[src/design/oie_consts.svh]
`ifndef OIE_CONSTS_SVH
`define OIE_CONSTS_SVH
// opcode fields, bits 13:8 of the program word, bits 13:10 for the literal load
`define OIE_OP_INC_SKIP 6'h0F
`define OIE_OP_OR_FILE 6'h04
`define OIE_OP_OR_LIT 6'h38
`define OIE_OP_LOAD_LIT_HI 4'hC
// field positions
`define OIE_OPC_HI 13
`define OIE_OPC_LO 8
`define OIE_DEST_BIT 7
`define OIE_FADDR_HI 6
`define OIE_LIT_HI 7
// reset values
`define OIE_W_RST 8'h00
`define OIE_PC_RST 13'h0000
// quarter phases per instruction cycle
`define OIE_QUARTERS 4
`endif

[src/design/oie_pkg.sv]
package oie_pkg;
   typedef enum logic [1:0] {
      OIE_Q1 = 2'b00,
      OIE_Q2 = 2'b01,
      OIE_Q3 = 2'b11,
      OIE_Q4 = 2'b10
   } oie_phase_t;

   typedef enum logic [2:0] {
      OIE_K_NONE = 3'h0,
      OIE_K_INC_SKIP = 3'h1,
      OIE_K_OR_FILE = 3'h2,
      OIE_K_OR_LIT = 3'h3,
      OIE_K_LOAD_LIT = 3'h4
   } oie_kind_t;

   typedef struct packed {
      oie_kind_t kind;
      logic to_file;
      logic [6:0] faddr;
      logic [7:0] lit;
   } oie_dec_t;

   typedef struct packed {
      logic we;
      logic [6:0] addr;
      logic [7:0] data;
   } oie_fwr_t;
endpackage

[src/design/oie_decoder.sv]
`timescale 1ns/1ps
`include "oie_consts.svh"
module oie_decoder (
   // program word
   input wire logic [13:0] instr,
   // decoded fields
   output oie_pkg::oie_dec_t dec
);
   always_comb begin
      dec.faddr = instr[`OIE_FADDR_HI:0];
      dec.lit = instr[`OIE_LIT_HI:0];
      dec.to_file = instr[`OIE_DEST_BIT];
      dec.kind = oie_pkg::OIE_K_NONE;
      if (instr[`OIE_OPC_HI:`OIE_OPC_LO] == `OIE_OP_INC_SKIP) begin
         dec.kind = oie_pkg::OIE_K_INC_SKIP;
      end else if (instr[`OIE_OPC_HI:`OIE_OPC_LO] == `OIE_OP_OR_FILE) begin
         dec.kind = oie_pkg::OIE_K_OR_FILE;
      end else if (instr[`OIE_OPC_HI:`OIE_OPC_LO] == `OIE_OP_OR_LIT) begin
         dec.kind = oie_pkg::OIE_K_OR_LIT;
      end else if (instr[`OIE_OPC_HI:`OIE_OPC_HI-3] == `OIE_OP_LOAD_LIT_HI)
      begin
         dec.kind = oie_pkg::OIE_K_LOAD_LIT;
      end
   end
endmodule // oie_decoder

[src/design/oie_exec.sv]
`timescale 1ns/1ps
`include "oie_consts.svh"
module oie_exec (
   // clock and control
   input wire logic clk,
   input wire logic reset,
   input wire logic clk_en,
   // program word fetch
   input wire logic [13:0] instr,
   output logic [12:0] pc,
   // register file
   output logic [6:0] file_raddr,
   input wire logic [7:0] file_rdata,
   output oie_pkg::oie_fwr_t file_wr,
   // core state
   output logic [7:0] w_acc,
   output logic zero_flag,
   output oie_pkg::oie_phase_t phase,
   output logic skipping
);
   function automatic logic is_zero(input logic [7:0] v);
      return v == 8'h00;
   endfunction

   ////////////////////////////////////////////////////////////////////////
   oie_pkg::oie_phase_t ph_q;
   oie_pkg::oie_phase_t ph_d;
   oie_pkg::oie_dec_t dec_raw;
   oie_pkg::oie_dec_t dec_q;
   oie_pkg::oie_dec_t dec_d;
   logic [7:0] opnd_q;
   logic [7:0] opnd_d;
   logic [7:0] res_q;
   logic [7:0] res_d;
   logic [7:0] w_q;
   logic [7:0] w_d;
   logic z_q;
   logic z_d;
   logic skip_q;
   logic skip_d;
   logic [12:0] pc_q;
   logic [12:0] pc_d;
   oie_pkg::oie_fwr_t fw_q;
   oie_pkg::oie_fwr_t fw_d;

   oie_decoder u_dec (
      .instr(instr),
      .dec(dec_raw)
   );

   ////////////////////////////////////////////////////////////////////////
   // quarter sequencer and datapath
   always_comb begin
      ph_d = ph_q;
      dec_d = dec_q;
      opnd_d = opnd_q;
      res_d = res_q;
      w_d = w_q;
      z_d = z_q;
      skip_d = skip_q;
      pc_d = pc_q;
      fw_d = fw_q;
      fw_d.we = 1'b0;
      unique case (ph_q)
         oie_pkg::OIE_Q1: begin
            ph_d = oie_pkg::OIE_Q2;
            dec_d = dec_raw;
            if (skip_q) begin
               dec_d.kind = oie_pkg::OIE_K_NONE;
            end
         end
         oie_pkg::OIE_Q2: begin
            ph_d = oie_pkg::OIE_Q3;
            // literal kinds bypass the file read
            opnd_d = file_rdata;
            if (dec_q.kind == oie_pkg::OIE_K_OR_LIT ||
                dec_q.kind == oie_pkg::OIE_K_LOAD_LIT) begin
               opnd_d = dec_q.lit;
            end
         end
         oie_pkg::OIE_Q3: begin
            ph_d = oie_pkg::OIE_Q4;
            unique case (dec_q.kind)
               oie_pkg::OIE_K_INC_SKIP: res_d = opnd_q + 8'h01;
               oie_pkg::OIE_K_OR_FILE,
               oie_pkg::OIE_K_OR_LIT: res_d = w_q | opnd_q;
               oie_pkg::OIE_K_LOAD_LIT: res_d = opnd_q;
               default: res_d = opnd_q;
            endcase
         end
         oie_pkg::OIE_Q4: begin
            ph_d = oie_pkg::OIE_Q1;
            // a skipped word still steps pc, so a skip totals two
            pc_d = pc_q + 13'h0001;
            skip_d = 1'b0;
            fw_d.addr = dec_q.faddr;
            fw_d.data = res_q;
            unique case (dec_q.kind)
               oie_pkg::OIE_K_INC_SKIP: begin
                  if (dec_q.to_file) begin
                     fw_d.we = 1'b1;
                  end else begin
                     w_d = res_q;
                  end
                  skip_d = is_zero(res_q);
               end
               oie_pkg::OIE_K_OR_FILE: begin
                  if (dec_q.to_file) begin
                     fw_d.we = 1'b1;
                  end else begin
                     w_d = res_q;
                  end
                  z_d = is_zero(res_q);
               end
               oie_pkg::OIE_K_OR_LIT: begin
                  w_d = res_q;
                  z_d = is_zero(res_q);
               end
               oie_pkg::OIE_K_LOAD_LIT: w_d = res_q;
               default: begin
               end
            endcase
         end
      endcase
   end

   always_ff @(posedge clk) begin
      if (reset) begin
         ph_q <= oie_pkg::OIE_Q1;
         dec_q <= '0;
         opnd_q <= 8'h00;
         res_q <= 8'h00;
         w_q <= `OIE_W_RST;
         z_q <= 1'b0;
         skip_q <= 1'b0;
         pc_q <= `OIE_PC_RST;
         fw_q <= '0;
      end else if (clk_en) begin
         ph_q <= ph_d;
         dec_q <= dec_d;
         opnd_q <= opnd_d;
         res_q <= res_d;
         w_q <= w_d;
         z_q <= z_d;
         skip_q <= skip_d;
         pc_q <= pc_d;
         fw_q <= fw_d;
      end
   end

   assign pc = pc_q;
   assign file_raddr = dec_q.faddr;
   assign file_wr = fw_q;
   assign w_acc = w_q;
   assign zero_flag = z_q;
   assign phase = ph_q;
   assign skipping = skip_q;
endmodule // oie_exec

[config.mk]
export PLATFORM = sky130hd
export DESIGN_NAME = oie_exec
export DESIGN_NICKNAME = d
export VERILOG_FILES = /design/src/design/oie_pkg.sv /design/src/design/oie_decoder.sv /design/src/design/oie_exec.sv
export VERILOG_INCLUDE_DIRS = /design/src /design/src/design
export SDC_FILE = /design/constraint.sdc
export NUM_CORES = 1
export LEC_CHECK = 0
export BUFFER_PORTS_ARGS = -buffer_cell sky130_fd_sc_hd__buf_4
export CORE_UTILIZATION = 44
export CTS_CLUSTER_DIAMETER = 100
export DETAILED_ROUTE_END_ITERATION = 16
export PLACE_DENSITY = 0.67
export SLEW_MARGIN = 5
export SYNTH_ARGS = -nofsm -noshare
export SYNTH_HDL_FRONTEND = slang
export SYNTH_SLANG_ARGS = --single-unit
[constraint.sdc]
create_clock -name clk -period 3.4 [get_ports clk]
set_input_delay 0.34 -clock clk [delete_from_list [all_inputs] [get_ports clk]]
set_output_delay 0.34 -clock clk [all_outputs]
set_load 0.02 [all_outputs]
Word-level counts from Yosys, hierarchy flattened:

Index checks and enable logic that the tools add are counted.

* bits in registers: 76
* bits in latches: 0
* bits in writable memories: 0
* bits in read-only memories: 0
* input bits: 25
* output and inout bits: 48
* word-level logic and storage cells: 56
* memories: 0

* add/subtract/negate cells: 2
* $mul: 0
* divide/modulo/power cells: 0
* order comparisons: 0
* eq/ne operators: 12
* shift operators: 0
* mux-type cells: 14
* bitwise gates (word level): 1
* reductions and logical operators: 13

Operators with widths (number)
* one-hot mux 8 bit (2 select lines): 2
* 2-to-1 mux 16 bit: 1
* 2-to-1 mux 8 bit: 2
* 2-to-1 mux 3 bit: 5
* adder 13 x 1 -> 13 bit (second input constant): 1
* adder 8 x 1 -> 8 bit (second input constant): 1
* zero test 8 bit: 1
* bitwise OR 8 bit: 1
* one-hot mux 2 bit (4 select lines): 1
* AND reduction 2 bit: 4
* == test 3 x 2 -> 1 bit (second input constant): 2
* == test 6 x 3 -> 1 bit (second input constant): 1
* == test 6 x 4 -> 1 bit (second input constant): 1
* == test 6 bit (second input constant): 1
* OR reduction 2 bit: 3
* == test 2 bit (second input constant): 2
* == test 4 bit (second input constant): 1
* AND reduction 4 bit: 1
* == test 3 x 1 -> 1 bit (second input constant): 1
* == test 3 bit (second input constant): 1
* 2-to-1 mux 1 bit: 3
* AND reduction 3 bit: 1
* == test 2 x 1 -> 1 bit (second input constant): 1
* zero test 2 bit: 1
* other kinds (3): 3

Longest topological paths before layout:

* word-level depth: 6
* gate-level depth with buffers: 6
* depth with buffers taken out: 5

By module:

A second synthesis with hierarchy kept.

* cell total of the unflattened synthesis: 415
* area total of the unflattened synthesis: 3621.0 µm²

By module, submodules not included
* oie_exec: instances 1, cells an instance 391, area an instance 3425.8 µm², seq. area each 1521.5 µm²
* oie_decoder: instances 1, cells an instance 24, area an instance 195.2 µm², seq. area each 0.0 µm²

Worst setup path after synthesis:

Ideal clock, no wire load.

* path kind: flip-flop to flip-flop
* start point: register ph_q[1] (netlist: phase[1])
* end point: register pc_q[12] (netlist: pc[12])
* setup time: 0.121 ns
* arrival time: 1.572 ns
* data required time: 3.279 ns
* path slack: 1.707 ns
* cell stages (with the launch flop): 6
* buffers on the path: 2
* clock period less this slack: 1.693 ns
* path through: dfxtp_1 > buf_2 > nand4b_1 > clkbuf_1 > nor4_1 > mux2_2

* longest elaborated chain between the ends: 2

Ends and longest elaborated chain
* from (decl): line oie_exec.sv:26 `oie_pkg::oie_phase_t ph_q;`
* from (signal assigned): line oie_exec.sv:129 `ph_q <= oie_pkg::OIE_Q1;`
* from (signal assigned): line oie_exec.sv:139 `ph_q <= ph_d;`
* == test 2 bit: line oie_exec.sv:64 `unique case (ph_q)`
* AND reduction 2 bit (no source line)
* to (signal assigned): line oie_exec.sv:136 `` pc_q <= `OIE_PC_RST; ``
* to (signal assigned): line oie_exec.sv:146 `pc_q <= pc_d;`
* to (decl): line oie_exec.sv:41 `logic [12:0] pc_q;`

No other way between the ends.
A chain may end at the register's enable or synchronous reset.

Final worst setup path:

* start point: register ph_q[0] (netlist: phase[0])
* end point: register opnd_q[0]

* longest elaborated chain between the ends: 2

Ends and longest elaborated chain
* == test 2 x 1 -> 1 bit: line oie_exec.sv:64
* AND reduction 2 bit (no source line)
* to (signal assigned): line oie_exec.sv:141 `opnd_q <= opnd_d;`
* to (decl): line oie_exec.sv:31 `logic [7:0] opnd_q;`

No other way between the ends.

==> reports/qor.txt <==
Setup WS pre-CTS: 1.52 ns
Syn nets: 388
Post-Place Cell Area: 3610 µm²
Clock Sinks: 68
Peak supply drop: 0.000200 V
I/O Buffers: 72
Routed len/inst: 13.4 µm
Initial antenna violation count: 0
Yosys reg bits: 68
Post-CTS resize count: 0
Sequential cell area: 1360 µm²
Startpoint types: flip-flop
Synth-to-Final Area Change: 22.7%
GPL Wtd Cong: 0.771
TritonRoute pass-1 iters: 4
Drt drc: 0
CP most frequent cell: nor2_1
Hold buffers post-CTS: 0
Global-route wire length before repair: 11.2 mm
FP Rows: 30
Die width: 85.8 µm
Syn. warnings: 0
Fill cells: 627
Nets: 443
Min-delay worst type: in -> reg
Initial detailed-routing violation count: 168
FFs w/ async S/R, synth: 0
Initial Utilization: 0.455
Crit path max-delay family: simple AND/OR/NAND/NOR gates
Seq/Total Area, Yosys: 0.441
Dpl hpwl: 4.68 mm
Hold depth: 3
Setup TNS Final: 0 ns
Number of enable flip-flop cells after synthesis: 0
Die area: 7360 µm²
Footprint of the multi-input gates: 1560 µm²
Routed WL: 6.92 mm
Slowest-stage cell, CP: nor2_1
Fin crit period: 1.88 ns
Via count: 2601
Crit path DAT: 2.12 ns
I/O Pins: 73
Worst path max stage delay: 0.75 ns
Post-layout util: 0.558
Power density over the cells: 414 nW/µm²
Final WS setup: 1.52 ns
Final Max Slew Viols: 0
CP Class: reg -> reg
CP Capture Type: flip-flop
Syn Std Cell Area: 3090 µm²
Worst Path Required: 3.64 ns
Total GRT Usage: 0.198
Crit path buffers/inverters: 0
Mean post-synth cell area: 8.55 µm²
Period Utilization, post-route: 0.553
Htree depth: 3
Static leakage: 1.41 nW
Count of non-filler cells in the finished layout: 517
Stages on worst setup path: 4
Share of cells above drive strength 1: 0.226
Final instance area: 3790 µm²
Max cap viols: 0
Distinct cell type count after synthesis: 47
# diodes: 0
Clock latency at the later pin of the worst-skew pair: 0.34 ns
FF-to-FF path depth: 4
Fin. Hold Viols: 0
Antenna-violating nets left: 0
Top_reg_cell synth: dfxtp_1
Setup bufs post-CTS: 0
Tot Pwr: 1.57 mW
Hold slack final: 0.240 ns
Vias/cell: 5.03
Worst Skew: 0.00828 ns
Status: finished clean
Worst rel slew slack: 0.352
Grt total ovfl: 0
Final setup viols: 0
Max Fclk: 531 MHz
CTS buffer count: 9
Clock-pin transition on the worst setup and hold timing paths: 0.07 ns
Placed Instances: 501
Vias in the first global route: 2343
Worst slew pin tran: 0.969 ns
Pin count of the biggest net entering global routing: 78
CTS Buffer Depth: 2
CP Max Fanout: 16
Unrepaired setup endpoints after global routing: no
CTS tree: yes
Area of the core: 6790 µm²
CTS root buffer: clkbuf_8
Die height: 85.8 µm
Crit-path cells: nand2_1 -> nor2_1 -> nor2_1 -> a211oi_1
Synth Instances: 361
[sequential cells by signal (all words and copies together) (netlist names), 2 cells and up]
signal,flops
opnd_q,8
dec_q,5
phase,2
res_q,8
file_raddr,6
w_acc,8
file_wr,16
pc,13
[where the power goes]
group          total [mW]  switching (mW)  internal [mW]  leakage, nW
logic               0.120          0.0652         0.0550        0.762
clock network       0.614           0.289          0.325       0.0937
registers           0.833          0.0207          0.813        0.550
[cells in the final DEF (no fill, tap or decap), types with 2 or more instances in the layout]
cell type,count
or3_1,3
nand2b_1,17
a211oi_1,14
nor4_1,5
clkbuf_8,12
nand4_1,6
nor3_1,5
nand2_1,60
and3_1,3
clkbuf_1,3
xor2_1,5
or3b_2,2
or4_1,2
a21oi_1,36
nor2_1,33
mux2i_1,18
nand3_1,5
and2b_1,2
xnor2_1,11
buf_4,73
inv_1,4
nor2b_1,2
nand3b_1,2
o21bai_1,2
ha_1,2
dfxtp_1,68
nor3b_2,2
nand4b_1,2
o21ai_0,4
[worst register-to-register path, delay by kind of cell, from the launching register on]
| family | cells | cell delay [ns] |
|---|---|---|
| compound gates | 1 | 0.28 |
| flops | 1 | 0.49 |
| simple gates | 3 | 1.01 |
[per-layer routing]
metal | routed length, µm | vias up | global-route usage
met5 | 0 | - | 0
met4 | 131 | 0 | 0.0712
met3 | 391 | 13 | 0.0674
met2 | 3040 | 66 | 0.297
met1 | 3360 | 1173 | 0.264
li1 | - | 1349 | -
[worst paths after layout]
kind / start / end / slack, ns
worst max-delay path: phase[0] / opnd_q[0] / 1.52
worst min-delay path: instr[3] / file_raddr[3] / 0.24
worst max register to register: phase[0] / opnd_q[0] / 1.52
worst min register to register: file_wr[2] / file_wr[2] / 0.45
[kinds of logic (layout without fill, tap and decap cells)]
family,Yosys count,count (layout),share of synthesized area
and+or+nand+nor,157,157,0.254
DFF,68,68,0.441
AOI/OAI and AO/OA,65,65,0.133
buffers and inverters,33,93,0.0531
muxes,20,20,0.0656
xor gates and xnor gates,16,16,0.0454
adders and majority gates,2,2,0.00810
[cell type report]
cell class,instances,area share
Inverter,4,0.00396
Clock inverter,1,0.00132
Tap cell,96,0.0317
Clock buffer,15,0.0466
Sequential cell,68,0.359
Timing Repair Buffer,73,0.145
Multi-Input combinational cell,260,0.412
[synthesized netlist by cell type, types with 2 or more instances]
library cell  number  area [µm²]
nand2_1           60         225
o21ai_0            4        20.0
and2b_1            2        15.0
buf_2              5        25.0
nand4b_1           2        17.5
nand3b_1           2        15.0
nor3b_2            2        25.0
mux2i_1           18         180
ha_1               2        25.0
nor2b_1            2        12.5
nand3_1            5        25.0
or3b_2             2        17.5
and3_1             3        18.8
inv_1              4        15.0
a21oi_1           36         180
clkbuf_1          16        60.1
o21bai_1           2        15.0
nand2b_1          17         106
xnor2_1           11        96.3
nor3_1             5        25.0
xor2_1             5        43.8
or4_1              2        15.0
dfxtp_1           68        1360
nand4_1            6        37.5
or3_1              3        18.8
nor4_1             5        31.3
nor2_1            33         124
buf_4              7        52.6
a211oi_1          14         105
Power figures use the tool's default switching activity.
